`src/verilog/urxb_pkg.sv`:
```
// Shared constants and types for the receive buffer and its software-side controller
package urxb_pkg;
    // Device register port addresses
    localparam logic [1:0] URXB_ADDR_STATUS = 2'h0;
    localparam logic [1:0] URXB_ADDR_CONTROL = 2'h1;
    localparam logic [1:0] URXB_ADDR_FORMAT = 2'h2;
    localparam logic [1:0] URXB_ADDR_DATA = 2'h3;
    // Status register bits
    localparam int URXB_ST_RXC = 7;
    localparam int URXB_ST_FE = 4;
    localparam int URXB_ST_DOR = 3;
    localparam int URXB_ST_PE = 2;
    localparam logic [7:0] URXB_ST_ERR_MASK = 8'h1c;
    // Control register bits
    localparam int URXB_CT_RECEIVE_COMPLETE_IRQ_ENABLE = 7;
    localparam int URXB_CT_RECEIVER_ENABLE = 4;
    localparam int URXB_CT_RECEIVED_NINTH_BIT = 1;
    localparam int URXB_CT_TRANSMIT_NINTH_BIT = 0;
    localparam logic [7:0] URXB_CT_WR_MASK = 8'h91;
    // Frame format register fields
    localparam int URXB_FM_PAR_EN = 5;
    localparam int URXB_FM_PAR_ODD = 4;
    localparam int URXB_FM_STOP2 = 3;
    localparam logic [2:0] URXB_SIZE_NINE = 3'h7;
    localparam logic [3:0] URXB_SIZE_BASE = 4'h5;
    localparam logic [3:0] URXB_NINE_BITS = 4'h9;
    localparam logic [7:0] URXB_CTL_RESET = 8'h00;
    localparam logic [7:0] URXB_FMT_RESET = 8'h06;
    // Receive buffer and bit timing defaults
    localparam int URXB_FIFO_DEPTH = 2;
    localparam int URXB_BAUD_W = 16;
    localparam int URXB_CYCLES_PER_BIT = 16;
    // Controller APB register offsets
    localparam logic [7:0] URXB_APB_CONFIG = 8'h00;
    localparam logic [7:0] URXB_APB_COMMAND = 8'h04;
    localparam logic [7:0] URXB_APB_STATE = 8'h08;
    localparam logic [7:0] URXB_APB_CHAR = 8'h0c;
    localparam int URXB_CMD_FETCH = 0;
    localparam int URXB_CMD_FLUSH = 1;
    localparam int URXB_CMD_CONFIG = 2;

    // One stored character with its flags
    typedef struct packed {
        logic [8:0] data;
        logic       fe;
        logic       overrun_flag;
        logic       pe;
    } urxb_entry_type;

    typedef enum logic [2:0] {
        URXB_RX_IDLE   = 3'b000,
        URXB_RX_START  = 3'b001,
        URXB_RX_DATA   = 3'b010,
        URXB_RX_PARITY = 3'b011,
        URXB_RX_STOP   = 3'b100
    } urxb_rx_state_type;
endpackage

```
`src/verilog/urxb_reg_if.sv`:
```
// Register port between the receive buffer and its software-side controller
`timescale 1ns/10ps
`default_nettype none
interface urxb_reg_if;
    logic [1:0] addr;
    logic       rd;
    logic       wr;
    logic [7:0] wdata;
    logic [7:0] rdata;
    logic       rvalid;

    modport dev (
        input  addr,
        input  rd,
        input  wr,
        input  wdata,
        output rdata,
        output rvalid
    );
    modport sw (
        output addr,
        output rd,
        output wr,
        output wdata,
        input  rdata,
        input  rvalid
    );
endinterface
`default_nettype wire

```
`src/verilog/urxb_receiver.sv`:
```
// Serial receiver with two-entry receive buffer, status and control registers
//
// Chosen here: the register port and the placing of the registers.
`timescale 1ns/10ps
`default_nettype none
module urxb_receiver
    import urxb_pkg::*;
#(
    parameter int FIFO_DEPTH     = URXB_FIFO_DEPTH,
    parameter int CYCLES_PER_BIT = URXB_CYCLES_PER_BIT
) (
    input  wire logic ref_clk_i,
    input  wire logic reset_n_i,
    urxb_reg_if.dev   regs,
    input  wire logic rxd_i,
    input  wire logic global_irq_enable_i,
    output logic      rx_irq_request_o,
    output logic      rx_pin_owned_o
);
    localparam int CNT_W = $clog2(FIFO_DEPTH + 1);
    localparam logic [CNT_W-1:0] FULL_COUNT = CNT_W'(FIFO_DEPTH);
    localparam logic [URXB_BAUD_W-1:0] BIT_RELOAD = URXB_BAUD_W'(CYCLES_PER_BIT - 1);
    localparam logic [URXB_BAUD_W-1:0] HALF_RELOAD = URXB_BAUD_W'(CYCLES_PER_BIT / 2 - 1);

    typedef struct packed {
        urxb_rx_state_type               st;
        logic [URXB_BAUD_W-1:0]          baud;
        logic [3:0]                      bit_idx;
        logic [3:0]                      nbits;
        logic [8:0]                      shift;
        logic                            par_en;
        logic                            par_odd;
        logic                            par_err;
        logic                            hold_valid;
        urxb_entry_type                  hold;
        logic                            ovr_pend;
        urxb_entry_type [FIFO_DEPTH-1:0] fifo;
        logic [CNT_W-1:0]                count;
        logic [7:0]                      ctl;
        logic [7:0]                      fmt;
        logic [7:0]                      rdata;
        logic                            rvalid;
        logic                            irq;
        logic                            pin_own;
    } urxb_rx_regs_type;

    urxb_rx_regs_type r;
    urxb_rx_regs_type next_r;

    // Register port, receiver machine and buffer in one combinational pass
    always_comb begin
        logic           enabled;
        logic           popping;
        logic           tick;
        urxb_entry_type head;
        enabled = r.ctl[URXB_CT_RECEIVER_ENABLE];
        popping = 1'b0;
        tick = (r.baud == '0);
        head = r.fifo[0];
        next_r = r;
        next_r.rvalid = 1'b0;

        // Reads answer one cycle later from the pre-pop state
        if (regs.rd) begin
            next_r.rvalid = 1'b1;
            case (regs.addr)
                URXB_ADDR_STATUS: begin
                    next_r.rdata = 8'h00;
                    next_r.rdata[URXB_ST_RXC] = (r.count != '0);
                    next_r.rdata[URXB_ST_FE] = (r.count != '0) & head.fe;
                    next_r.rdata[URXB_ST_DOR] = (r.count != '0) & head.overrun_flag;
                    next_r.rdata[URXB_ST_PE] = (r.count != '0) & head.pe;
                end
                URXB_ADDR_CONTROL: begin
                    next_r.rdata = r.ctl & URXB_CT_WR_MASK;
                    next_r.rdata[URXB_CT_RECEIVED_NINTH_BIT] = (r.count != '0) & head.data[8];
                end
                URXB_ADDR_FORMAT: begin
                    next_r.rdata = r.fmt;
                end
                URXB_ADDR_DATA: begin
                    next_r.rdata = head.data[7:0];
                    popping = (r.count != '0);
                end
                default: begin
                    next_r.rdata = 8'h00;
                end
            endcase
        end

        // Data read advances the buffer
        if (popping) begin
            for (int i = 0; i < FIFO_DEPTH - 1; i++) begin
                next_r.fifo[i] = r.fifo[i + 1];
            end
            next_r.fifo[FIFO_DEPTH-1] = '0;
            next_r.count = r.count - CNT_W'(1);
        end

        // Waiting frame enters the buffer once there is room
        if (r.hold_valid && (next_r.count != FULL_COUNT)) begin
            next_r.fifo[next_r.count] = r.hold;
            next_r.fifo[next_r.count].overrun_flag = r.ovr_pend;
            next_r.ovr_pend = 1'b0;
            next_r.hold_valid = 1'b0;
            next_r.count = next_r.count + CNT_W'(1);
        end

        // Status writes have no writable bits, so error flags stay put
        if (regs.wr) begin
            case (regs.addr)
                URXB_ADDR_CONTROL: next_r.ctl = regs.wdata & URXB_CT_WR_MASK;
                URXB_ADDR_FORMAT: next_r.fmt = regs.wdata;
                default: next_r.ctl = next_r.ctl;
            endcase
        end

        // Bit timing counts down while a frame is in progress
        if (r.st != URXB_RX_IDLE) begin
            next_r.baud = tick ? BIT_RELOAD : r.baud - URXB_BAUD_W'(1);
        end

        case (r.st)
            URXB_RX_IDLE: begin
                if (enabled && !rxd_i) begin
                    // Frame settings are latched so mid-frame writes cannot tear it
                    next_r.st = URXB_RX_START;
                    next_r.baud = HALF_RELOAD;
                    next_r.bit_idx = 4'h0;
                    next_r.shift = 9'h000;
                    next_r.par_en = r.fmt[URXB_FM_PAR_EN];
                    next_r.par_odd = r.fmt[URXB_FM_PAR_ODD];
                    next_r.nbits = (r.fmt[2:0] == URXB_SIZE_NINE) ? URXB_NINE_BITS
                                 : URXB_SIZE_BASE + {2'b00, r.fmt[1:0]};
                    // Buffer full and a frame still waiting: that frame is lost
                    if (next_r.hold_valid && (next_r.count == FULL_COUNT)) begin
                        next_r.ovr_pend = 1'b1;
                        next_r.hold_valid = 1'b0;
                    end
                end
            end
            URXB_RX_START: begin
                if (tick) begin
                    // Line back high at mid start bit is taken as a glitch
                    next_r.st = rxd_i ? URXB_RX_IDLE : URXB_RX_DATA;
                end
            end
            URXB_RX_DATA: begin
                if (tick) begin
                    next_r.shift[r.bit_idx] = rxd_i;
                    next_r.bit_idx = r.bit_idx + 4'h1;
                    if (r.bit_idx + 4'h1 == r.nbits) begin
                        next_r.st = r.par_en ? URXB_RX_PARITY : URXB_RX_STOP;
                    end
                end
            end
            URXB_RX_PARITY: begin
                if (tick) begin
                    next_r.par_err = (^r.shift) ^ rxd_i ^ r.par_odd;
                    next_r.st = URXB_RX_STOP;
                end
            end
            URXB_RX_STOP: begin
                if (tick) begin
                    // Only the first stop bit is sampled; a second one is idle line
                    next_r.st = URXB_RX_IDLE;
                    next_r.hold_valid = 1'b1;
                    next_r.hold.data = r.shift;
                    next_r.hold.fe = ~rxd_i;
                    next_r.hold.overrun_flag = 1'b0;
                    next_r.hold.pe = r.par_en & r.par_err;
                    next_r.par_err = 1'b0;
                end
            end
            default: begin
                next_r.st = URXB_RX_IDLE;
            end
        endcase

        // Disable acts at once: frame in progress and buffer are discarded
        if (!next_r.ctl[URXB_CT_RECEIVER_ENABLE]) begin
            next_r.st = URXB_RX_IDLE;
            next_r.count = '0;
            next_r.fifo = '0;
            next_r.hold_valid = 1'b0;
            next_r.ovr_pend = 1'b0;
            next_r.par_err = 1'b0;
        end

        next_r.pin_own = next_r.ctl[URXB_CT_RECEIVER_ENABLE];
        // Only the complete flag requests service, never the error flags
        next_r.irq = (next_r.count != '0) & next_r.ctl[URXB_CT_RECEIVE_COMPLETE_IRQ_ENABLE] & global_irq_enable_i;
    end

    // State register
    always_ff @(posedge ref_clk_i or negedge reset_n_i) begin
        if (!reset_n_i) begin
            r <= '{st: URXB_RX_IDLE, ctl: URXB_CTL_RESET, fmt: URXB_FMT_RESET, default: '0};
        end else begin
            r <= next_r;
        end
    end

    assign regs.rdata = r.rdata;
    assign regs.rvalid = r.rvalid;
    assign rx_irq_request_o = r.irq;
    assign rx_pin_owned_o = r.pin_own;
endmodule
`default_nettype wire

```
`src/flat_wrapper.sv`:
```
// flat-port wrapper written by rule: the top's interface ports become plain ports
module urxb_receiver_flat import urxb_pkg::*;
#(
    parameter int FIFO_DEPTH     = URXB_FIFO_DEPTH,
    parameter int CYCLES_PER_BIT = URXB_CYCLES_PER_BIT
)
  (ref_clk_i, reset_n_i, rxd_i, global_irq_enable_i, rx_irq_request_o, rx_pin_owned_o, regs_addr, regs_rd, regs_wr, regs_wdata, regs_rdata, regs_rvalid);
  urxb_reg_if regs_i ();
  input  wire logic ref_clk_i;
  input  wire logic reset_n_i;
  input  wire logic rxd_i;
  input  wire logic global_irq_enable_i;
  output logic rx_irq_request_o;
  output logic rx_pin_owned_o;
  input wire logic [$bits(regs_i.addr)-1:0] regs_addr;
  input wire logic [$bits(regs_i.rd)-1:0] regs_rd;
  input wire logic [$bits(regs_i.wr)-1:0] regs_wr;
  input wire logic [$bits(regs_i.wdata)-1:0] regs_wdata;
  output wire logic [$bits(regs_i.rdata)-1:0] regs_rdata;
  output wire logic [$bits(regs_i.rvalid)-1:0] regs_rvalid;
  assign regs_i.addr = regs_addr;
  assign regs_i.rd = regs_rd;
  assign regs_i.wr = regs_wr;
  assign regs_i.wdata = regs_wdata;
  assign regs_rdata = regs_i.rdata;
  assign regs_rvalid = regs_i.rvalid;
  urxb_receiver #(.FIFO_DEPTH(FIFO_DEPTH), .CYCLES_PER_BIT(CYCLES_PER_BIT)) u_core (.ref_clk_i(ref_clk_i), .reset_n_i(reset_n_i), .regs(regs_i), .rxd_i(rxd_i), .global_irq_enable_i(global_irq_enable_i), .rx_irq_request_o(rx_irq_request_o), .rx_pin_owned_o(rx_pin_owned_o));
endmodule
```
`config.mk`:
```
export PLATFORM = sky130hd
export DESIGN_NAME = urxb_receiver_flat
export DESIGN_NICKNAME = d
export VERILOG_FILES = /design/src/verilog/urxb_pkg.sv /design/src/verilog/urxb_reg_if.sv /design/src/verilog/urxb_receiver.sv /design/src/flat_wrapper.sv
export SDC_FILE = /design/constraint.sdc
export NUM_CORES = 1
export LEC_CHECK = 0
export BUFFER_PORTS_ARGS = -buffer_cell sky130_fd_sc_hd__buf_2
export CORE_MARGIN = 4
export CORE_UTILIZATION = 40
export DETAILED_ROUTE_END_ITERATION = 10
export PLACE_DENSITY = 0.57
export SLEW_MARGIN = 40
export SYNTH_ARGS = -nofsm -noshare
export SYNTH_HDL_FRONTEND = slang
export SYNTH_SLANG_ARGS = --single-unit
```
`constraint.sdc`:
```
create_clock -name ref_clk_i -period 2.1 [get_ports ref_clk_i]
set_input_delay 0.63 -clock ref_clk_i [delete_from_list [all_inputs] [get_ports ref_clk_i]]
set_output_delay 0.63 -clock ref_clk_i [all_outputs]
set_load 0.01 [all_outputs]
```
* Word level (Yosys, flattened, before mapping)
Index checks and enable logic that the tools add are counted.
** Word-level totals
- Memories :: 0
- Bits of input ports :: 16
- Output and inout port bits :: 11
- Bits in latches :: 0
- Memory bits (writable) :: 0
- Word-level logic and storage cells :: 137
- Bits in read-only memories :: 0
- Register bits :: 100
** Cells by class
- Div/mod/pow operators :: 0
- Muxes and demuxes :: 48
- $add $sub $neg :: 5
- Order comparisons :: 4
- Bitwise logic cells :: 10
- Equality and inequality tests :: 20
- Reductions and logical operators :: 21
- Multiply operators :: 0
- Shift operators :: 0
** Operators by type and width (number)
- $mux 16 :: 4
- $mux 27 :: 2
- $bwmux 24 :: 2
- $mux 38 :: 1
- $pmux 8 s4 :: 1
- $mux 26 :: 1
- $demux 12 s1 :: 2
- $mux 3 :: 7
- $ne 3x3->1 const B :: 7
- $pmux 9 s2 :: 1
- $logic_not 16->1 :: 1
- $mux 8 :: 2
- $sub 16x1->16 const B :: 1
- $pmux 3 s5 :: 1
- $mux 14 :: 1
- $mux 12 :: 1
- $mux 1 :: 11
- $bwmux 9 :: 1
- $mux 9 :: 1
- $reduce_xor 9->1 :: 1
- $mux 4 :: 2
- $pmux 4 s2 :: 1
- $reduce_and 2->1 :: 4
- $and 1x1->1 :: 7
- 29 further kinds :: 45

* Logic depth before layout (Yosys ltp)
Gate-level depths: netlist (run 1).
- Depth after elaboration :: 20
- Depth in mapped cells :: 10
- Mapped depth without buffers :: 7

* Least setup slack after synthesis (run 1)
OpenSTA, ideal clock, no wires.
- Kind :: register to register
- From :: register u_core.r[27] (netlist name)
- To :: register u_core.r[48] (netlist name)
- Cell stages (with the launch flop) :: 11
- Data required time :: 2.022 ns
- Buffers on the path :: 3
- Period minus slack after synthesis :: 2.176 ns
- Data arrival time :: 2.098 ns
- Slack :: -0.076 ns
- Setup time :: 0.078 ns
- Cells stage by stage :: dfrtp_1 -> clkbuf_1 -> inv_1 -> ha_1 -> and4b_1 -> buf_2 -> nand3_1 -> a21o_1 -> clkbuf_1 -> or2_2 -> a21oi_1
** RTL lines
- from (decl) :: line urxb_receiver.sv:47 : urxb_rx_regs_type r;
- from (signal assigned) :: line urxb_receiver.sv:200 : r <= next_r;

==> metrics list, run 1 <==
* Time the worst path needs with I/O delays and setup: between 1.5 and 2 ns
* Routed length per placed instance: around 16 um
* Number of DRC markers after the initial detailed-route iteration: 251
- Part of the power in the clock network: about 34%
- In this run, post-CTS hold repair placed 0 buffers.
- Leakage dissipation: 2.72 nW
- The congestion estimate from routability-driven global placement came to just under 0.8.
- Comb power frac: a little under a quarter
* Critical register-to-register path endpoint: u_core.r[34]$_DFF_PN0_
* Arrival time of data at the critical path endpoint: 2.23 ns
* CP Launch Type: flop
* Clock Tree Root: sky130_fd_sc_hd__clkbuf_16
- Element type at the critical path end: flop
- In this run the vertical extent of the chip is approximately 120 um.
- Counting flops with a built-in enable in the synthesized netlist gives 0.
* Synth Warn #: 0
- Peak supply drop: around 0.39 mV
- After clock tree synthesis, the setup repair step added 0 buffers.
- Summed over all nets, the switching power comes to between 1.5 and 2 mW.
- Origin of the worst setup path: u_core.r[28]$_DFF_PN0_
- Fill cell count: ~1.2k
- Max frequency: 0.506 GHz
* Async set-reset flop share out of synthesis: 100%
- Relative contribution of sequential cells to total power: 43.3%
* Initial antenna violation count: 0
* Cell variety after synth: 64
* Net Sw Frac: a little under a third
* Clock slew at the register clock pins of the worst setup and hold paths: ~0.070 ns
- Ratio of cells with drive above 1 in the final layout: 26.1%
- I/O pin count: 27
- Synthesis handed over a netlist of approximately 530 instances.
- The longest clock path from root to sink contains 2 buffers.
- At the pin with the least slew margin, the transition time is around 0.7 ns.
- Number of vias per cell: 5.23
* Area of the die: around 0.015 mm^2
- Area inside the core boundary: roughly 0.013 mm^2
* Outcome: complete, no violations
- Growth of design area from synthesis to finish: 16.1%
- Initial core utilization: approximately two fifths
- Final TNS setup: 0 ns
* Final antenna diode count: 0
* Register-to-register setup slack: ~0.12 ns
- The clock tree synthesis step divided the H-tree into 3 levels.
* Nets in the synthesized netlist: 550
- Global-route wire length before repair: slightly below 20000 um
- Max-cap violations in this run came to 0.
- The number of global-route vias before repair was 3788.
* Count of buffers from port buffering: 26
- Entering global routing, the biggest net connects 60 pins.
- Number of cells on the worst reg-to-reg path: 8
* Power per standard cell area: 840 mW/mm^2
- Global routing used between 10% and 20% of the available tracks.
* HP Class: in2async
- Final ANT Viol Nets: 0
* Total CTS buffers: 9
- Synthesis inferred approximately 100 register bits.
* Worst-path maximum fanout: 25
* Avg Inst Size Synth: between 9 and 10 um^2
- After floorplanning, the core was divided into 41 placement rows.
- Setup-failing EPs final: 0
* First-pass detailed-route iteration total: 4
* Final Hold Violating Endpoints: 0
- The clock reaches the later pin of the worst-skew pair after 0.36 ns.
* Portion of the clock cycle consumed by the worst path in the final layout: roughly 94%
* Via total after detailed routing: around 3.9k
- HPWL after DPL: between 8000 and 9000 um
- In the synthesized netlist the dominant register cell turns out to be sky130_fd_sc_hd__dfrtp_1.
* Post-synthesis sequential area ratio: 47.3%
* Critical R2R Launch: u_core.r[28]$_DFF_PN0_
- Clock net sink count: between 90 and 100
* X dimension of the die: ~120 um
- CTS tree: built
- Classification of the worst setup path: reg2reg
- The number of gates resized after CTS was 0.
* Data required, critical path: about 2.4 ns
- Fin. max-slew vios: 0
* Setup clock skew after layout: approximately 0.0082 ns
- Internal power consumption: between 3 and 4 mW
- Grt total ovfl: 0
- After detailed routing, the number of remaining DRC violations is 0.
- Unrepaired setup endpoints after global routing: true
- The most critical setup path has its endpoint at u_core.r[34]$_DFF_PN0_.
- Power comes to around 5 mW.
- Headroom to the max-slew limit came out at a little over half.
* Mapped cell area: 0.00524 mm^2
- The net count of the finished layout is 593.
- Total routed wirelength: 11700 um
sequential cells by signal, indices dropped and copies added (netlist names):
signal,flops
u_core.regs.rvalid,1
u_core.r,89
u_core.rx_irq_request_o,1
u_core.regs.rdata,8
layer usage:
| metal | share of wire (%) | global-route usage (%) |
|---|---|---|
| met4 | 1.0 | 6.72 |
| met1 | 47 | 24.4 |
| met3 | 4.6 | 2.76 |
| met5 | 0 | 0 |
| met2 | 47 | 25.5 |
cell families after synthesis:
group	share of synthesized area (%)
AND/OR/NAND/NOR	20.6
multiplexers	8.79
flip-flops	47.3
adder cells (fa/ha/maj)	1.91
XOR/XNOR	3.85
AO/OA/AOI/OAI	11.6
buffers and inverters	5.95
cells in the mapped netlist (3+ instances only):
| master | number | area share, % |
|---|---|---|
| sky130_fd_sc_hd__mux2_2 | 22 | 4.7 |
| sky130_fd_sc_hd__o21ai_0 | 20 | 1.9 |
| sky130_fd_sc_hd__mux2i_1 | 13 | 2.5 |
| sky130_fd_sc_hd__nand3b_1 | 3 | 0.43 |
| sky130_fd_sc_hd__a211oi_1 | 3 | 0.43 |
| sky130_fd_sc_hd__nor3_2 | 4 | 0.76 |
| sky130_fd_sc_hd__or3_1 | 4 | 0.48 |
| sky130_fd_sc_hd__o31ai_1 | 3 | 0.43 |
| sky130_fd_sc_hd__nor3_1 | 11 | 1.1 |
| sky130_fd_sc_hd__a311oi_1 | 14 | 2.3 |
| sky130_fd_sc_hd__nor2_1 | 43 | 3.1 |
| sky130_fd_sc_hd__inv_1 | 23 | 1.6 |
| sky130_fd_sc_hd__a21oi_1 | 31 | 3.0 |
| sky130_fd_sc_hd__nand2_1 | 76 | 5.4 |
| sky130_fd_sc_hd__nand3_1 | 23 | 2.2 |
| sky130_fd_sc_hd__ha_1 | 8 | 1.9 |
| sky130_fd_sc_hd__clkbuf_1 | 16 | 1.1 |
| sky130_fd_sc_hd__dfrtp_1 | 97 | 46 |
| sky130_fd_sc_hd__buf_4 | 10 | 1.4 |
| sky130_fd_sc_hd__mux2_4 | 4 | 1.1 |
| sky130_fd_sc_hd__xnor2_1 | 16 | 2.7 |
| sky130_fd_sc_hd__xor2_1 | 7 | 1.2 |
| sky130_fd_sc_hd__buf_2 | 5 | 0.48 |
| sky130_fd_sc_hd__nor2b_1 | 5 | 0.60 |
| sky130_fd_sc_hd__or2_2 | 12 | 1.4 |
| sky130_fd_sc_hd__buf_6 | 3 | 0.64 |
cells in the final DEF (no fill, tap or decap), types with 4 or more instances in the layout:
master	netlist	final
sky130_fd_sc_hd__dfrtp_1	97	97
sky130_fd_sc_hd__nand2_1	76	75
sky130_fd_sc_hd__nor2_1	43	43
sky130_fd_sc_hd__buf_4	10	39
sky130_fd_sc_hd__a21oi_1	31	31
sky130_fd_sc_hd__buf_2	5	25
sky130_fd_sc_hd__nand3_1	23	23
sky130_fd_sc_hd__inv_1	23	23
sky130_fd_sc_hd__mux2_2	22	22
sky130_fd_sc_hd__o21ai_0	20	20
sky130_fd_sc_hd__xnor2_1	16	16
sky130_fd_sc_hd__a311oi_1	14	13
sky130_fd_sc_hd__or2_2	12	12
sky130_fd_sc_hd__mux2i_1	13	12
sky130_fd_sc_hd__nor3_1	11	11
sky130_fd_sc_hd__clkbuf_16	0	9
sky130_fd_sc_hd__xor2_1	7	7
sky130_fd_sc_hd__ha_1	8	7
sky130_fd_sc_hd__nor2b_1	5	5
sky130_fd_sc_hd__nor3_2	4	4
sky130_fd_sc_hd__or3_1	4	4
sky130_fd_sc_hd__mux2_4	4	4
sky130_fd_sc_hd__buf_12	0	4
power by group through the flow:
stage,Clock [mW],Sequential [mW],Combinational [mW]
final,1.74,2.21,1.16
after global routing,1.88,2.23,1.30
after CTS,1.79,2.21,1.17
after detailed placement,0,2.25,1.16
after global placement,0,2.24,1.15
after floorplan,0,2.21,0.803
critical path, cell delays in order, from the launching register on:
cell	delay, ns
sky130_fd_sc_hd__dfrtp_1	0.40
sky130_fd_sc_hd__inv_1	0.12
sky130_fd_sc_hd__ha_2	0.23
sky130_fd_sc_hd__and4b_1	0.25
sky130_fd_sc_hd__and3_1	0.20
sky130_fd_sc_hd__o21ai_2	0.16
sky130_fd_sc_hd__buf_12	0.19
sky130_fd_sc_hd__nor2_1	0.06
sky130_fd_sc_hd__a311oi_1	0.26
stage by stage:
| step | setup slack (ns) | std cells | hold WS, ns | cell area (um^2) | utilization, % |
|---|---|---|---|---|---|
| 3_5_place_dp | 0.0854 | 730 | 0.481 | 5730 | 45.1 |
| 5_1_grt | 0.00702 | 746 | 0.0863 | 6080 | 47.8 |
| 6_report | 0.123 | 746 | 0.101 | 6080 | 47.8 |
| 3_3_place_gp | 0.116 | 730 | 0.476 | 5730 | 45.1 |
| 4_1_cts | 0.0693 | 746 | 0.0909 | 6040 | 47.5 |
| 2_1_floorplan | 0.00803 | 526 | 0.334 | 5240 | - |
layout make-up:
| type | count | area, um^2 | area share, % |
|---|---|---|---|
| Inverter | 24 | 90.1 | 1.48 |
| Clock buffer | 9 | 225 | 3.70 |
| Tap cell | 172 | 215 | 3.54 |
| Clock inverter | 7 | 83.8 | 1.38 |
| Sequential cell | 99 | 2480 | 40.8 |
| Timing Repair Buffer | 68 | 498 | 8.19 |
| Multi-Input combinational cell | 367 | 2490 | 40.9 |
worst min path at each step:
| stage | startpoint | endpoint | slack, ns |
|---|---|---|---|
| 2_1_floorplan | reset_n_i | u_core.r[100]$_DFF_PN0_ | 0.33 |
| 3_3_place_gp | reset_n_i | u_core.regs.rdata[1]$_DFFE_PN0P_ | 0.48 |
| 3_5_place_dp | reset_n_i | u_core.regs.rdata[1]$_DFFE_PN0P_ | 0.48 |
| 4_1_cts | reset_n_i | u_core.regs.rdata[1]$_DFFE_PN0P_ | 0.09 |
| 5_1_grt | reset_n_i | u_core.regs.rdata[1]$_DFFE_PN0P_ | 0.09 |
| 6_report | reset_n_i | u_core.regs.rdata[1]$_DFFE_PN0P_ | 0.10 |
Note: power is estimated with default switching activity, not from simulation.
==> run 2, diff against run 1 <==
--- a/config.mk
+++ b/config.mk
@@ -10,6 +10,7 @@
 export CORE_UTILIZATION = 40
 export DETAILED_ROUTE_END_ITERATION = 10
 export PLACE_DENSITY = 0.57
+export SKIP_CTS_REPAIR_TIMING = 1
 export SLEW_MARGIN = 40
 export SYNTH_ARGS = -nofsm -noshare
 export SYNTH_HDL_FRONTEND = slang
==> constraint.sdc (replaced) <==
create_clock -name ref_clk_i -period 2.1 [get_ports ref_clk_i]
set_input_delay 0 -clock ref_clk_i [delete_from_list [all_inputs] [get_ports ref_clk_i]]
set_output_delay 0 -clock ref_clk_i [all_outputs]
set_load 0.01 [all_outputs]
==> run 2 against run 1 <==
Effect of this change:
- non-clock buffer count rose by 9
- worst hold slack lost 0.022 ns
- maximum frequency is 4.7% lower
- register-to-register slack got worse by 0.097 ns
- count of clock-buffer cells in the layout grew 1
- worst setup slack worse by 0.097 ns
- die area unchanged
- clock power about the same
- clock skew increased by 0.0033 ns
- wire length up 5.4%
- critical path depth up 1
- sequential power is essentially flat
- highest routed layer unchanged
==> metrics list, run 2 (synthesis gave the netlist of run 1 again) <==
- The flow ran to the end, and the final reports show no timing, DRC or antenna violations.
- The latest clock arrival within the worst-skew pair is 0.36 ns (about the same).
- Peak supply drop: 0.418 mV (+6.2%)
* Global-route wire length before repair: 19600 um (-0.31%)
- The worst register-to-register path ends at u_core.r[39]$_DFF_PN0_.
- The worst setup slack for register-to-register paths came to 0.03 ns (-0.10 ns).
- The power density over cell area came to 833 mW/mm^2 (-0.84%).
- Flip-flop count of the largest register after layout: 89 (unchanged)
- The count of maximum capacitance violations came to 0 (unchanged).
- The path class of the tightest hold or removal check is in2reg.
* Classification of the worst setup path: reg2reg
- Leaving out fill and tap cells, the most frequent cell in the layout is sky130_fd_sc_hd__dfrtp_1.
- Total routed wirelength: 12300 um (+5.4%)
- Pin count of the biggest net entering global routing: 49 (-18%)
- The final setup TNS is 0 ns (unchanged).
- Growth of design area from synthesis to finish: 18.8%
- Number of cells on the worst hold path: 3
* Buffers from clock root to sink, at most: 2 (unchanged)
- Count of buffers from port buffering: 26 (unchanged)
- Number of H-tree branching levels: 3 (unchanged)
* Number of DRC markers after the initial detailed-route iteration: 359 (+43%)
- Startpoint of the lowest-slack hold path: regs_addr[1]
* Via total after detailed routing: 3934 (+0.74%)
* Leakage dissipation: 2.77 nW (+1.8%)
- The horizontal extent of the die was 122 um (unchanged).
- The data arrival time of the worst path is 2.34 ns (+0.11 ns).
- Data required, critical path: 2.36 ns (about the same)
- The post-DP HPWL was 8290 um (-1.6%).
- The worst reg2reg path depth came to 9 (+1).
* Final non-filler cell total: 755 (+1.2%)
- The layout cell share with drive strength beyond 1 was 26.4% (+0.28 points).
- The transition time at the pin with the least slew margin is 0.654 ns (-0.0411 ns).
- Global-route total usage across every layer: 17.0% (+0.067 points)
* Grt total ovfl: 0 (unchanged)
- In this run the critical register-to-register path is launched from u_core.r[28]$_DFF_PN0_.
- DR DRC count: 0 (unchanged)
- Slew HR: 56.4% (+2.8 points)
* Max frequency: 0.482 GHz (-4.7%)
- Number of vias per cell: 5.21 (-0.46%)
* Time the worst path needs with I/O delays and setup: 2.07 ns (+0.0969 ns)
- The first-pass detailed-route iteration total was 4 (unchanged).
* Setup-failing EPs final: 0 (unchanged)
- Placed cell count: 717 (-1.8%)
- TritonCTS built the clock tree.
- The count of antenna-violating nets left after detailed routing came to 0 (unchanged).
- The average detailed-routed wire length per instance came to 16.3 um (+4.1%).
- The tree is rooted in a sky130_fd_sc_hd__clkbuf_16.
- The post-route worst hold slack is 0.0791 ns (-0.0217 ns).
- The max-slew violation total from the final report was 0 (unchanged).
- The initial antenna violation count came to 0 (unchanged).
- Vertical die dimension: 122 um (unchanged)
* Initial core utilization: 41.2% (unchanged)
* Crit path setup slack, layout: 0.0263 ns (-0.0969 ns)
* Final antenna diode count: 0 (unchanged)
- Row count: 41 (unchanged)
- The number of global-route vias before repair is 3858 (+1.8%).
* Final Util: 48.9% (+1.1 points)
* Clock net sink count: 99 (unchanged)
- Clock slew at the register clock pins of the worst setup and hold paths: 0.07 ns (about the same)
* Most frequent cells in the layout: sky130_fd_sc_hd__dfrtp_1 (96), sky130_fd_sc_hd__nand2_1 (75), sky130_fd_sc_hd__nor2_1 (43), sky130_fd_sc_hd__buf_4 (35), sky130_fd_sc_hd__a21oi_1 (31)
- Setup clock skew after layout: 0.0115 ns (+0.00327 ns)
- Worst setup slack after placement: 0.0365 ns (-0.0489 ns)
* Total CTS buffers: 9 (unchanged)
- The path with the worst hold slack has its endpoint at u_core.regs.rdata[6]$_DFFE_PN0P_.
* Portion of the clock cycle consumed by the worst path in the final layout: 98.7% (+4.6 points)
- STA classifies the critical path endpoint as a flop.
* CP Launch Type: flop
* Area of the die: 0.0150 mm^2 (unchanged)
* Global placer's final weighted congestion: 0.797 (+2.3%)
* Final #Nets: 602 (+1.5%)
- Fill cell count: 1225 (+0.16%)
- Final Hold Violating Endpoints: 0 (unchanged)
- Reg with most FFs: u_core.r
- Area inside the core boundary: 0.0127 mm^2 (unchanged)
- I/O pin count: 27 (unchanged)
- Worst-path maximum fanout: 6 (-76%)
## run 2: cell count changes in the layout (fill, tap and decap cells not counted), moves of 2 or more
cell,before,now
sky130_fd_sc_hd__dlygate4sd3_1,0,12
sky130_fd_sc_hd__buf_4,39,35
sky130_fd_sc_hd__inv_1,23,19
sky130_fd_sc_hd__inv_2,0,4
sky130_fd_sc_hd__buf_12,4,2
sky130_fd_sc_hd__clkbuf_16,9,11
sky130_fd_sc_hd__ha_4,0,2
sky130_fd_sc_hd__inv_8,2,0
## run 2: worst max-delay path by stage
stage | from | end | slack, ns | depth (start not counted)
2_1_floorplan | u_core.r[27]$_DFF_PN0_ | u_core.r[36]$_DFF_PN0_ | 0.008 | 10
3_3_place_gp | u_core.r[83]$_DFFE_PN0P_ | u_core.r[104]$_DFFE_PN0P_ | 0.09 | 6
3_5_place_dp | u_core.r[83]$_DFFE_PN0P_ | u_core.r[103]$_DFFE_PN0P_ | 0.04 | 6
4_1_cts | u_core.r[83]$_DFFE_PN0P_ | u_core.r[103]$_DFFE_PN0P_ | 0.02 | 6
5_1_grt | u_core.r[28]$_DFF_PN0_ | u_core.r[29]$_DFF_PN0_ | -0.02 | 9
6_report | u_core.r[28]$_DFF_PN0_ | u_core.r[39]$_DFF_PN0_ | 0.03 | 9
## run 2: area by class of cell
class	count	area, um^2	share of cell area (%)
Clock buffer	10	239	3.84
Multi-Input combinational cell	367	2520	40.4
Timing Repair Buffer	77	609	9.79
Inverter	24	90.1	1.45
Clock inverter	6	72.6	1.17
Tap cell	172	215	3.46
Sequential cell	99	2480	39.9
## run 2: stage by stage
step           total power, mW  instance area, um^2
6_report                  5.19                 6220
5_1_grt                   5.46                 6220
4_1_cts                   5.14                 5920
3_5_place_dp              3.37                 5610
3_3_place_gp              3.34                 5610
2_1_floorplan             3.01                 5240
## run 2: report_power, final
group          switching [mW]  internal [mW]  leakage [nW]
Sequential              0.159           2.07          1.31
Clock                   0.782          0.970         0.150
Combinational           0.701          0.502          1.31
## run 2: layer usage
layer | GRT usage [%] | vias to the layer above | share of wire, %
met5 | 0 | - | 0
met4 | 7.98 | 0 | 2.2
met3 | 2.76 | 18 | 3.5
met2 | 27.3 | 72 | 48
met1 | 22.5 | 1927 | 46
li1 | - | 1917 | -
## run 2: critical path: stages, from the launching register on
cell                        delay, ns
sky130_fd_sc_hd__dfrtp_1         0.41
sky130_fd_sc_hd__inv_2           0.10
sky130_fd_sc_hd__ha_4            0.14
sky130_fd_sc_hd__and4b_1         0.23
sky130_fd_sc_hd__buf_6           0.14
sky130_fd_sc_hd__and3_1          0.20
sky130_fd_sc_hd__o21ai_4         0.28
sky130_fd_sc_hd__clkbuf_16       0.21
sky130_fd_sc_hd__nor2_1          0.04
sky130_fd_sc_hd__a311oi_1        0.23
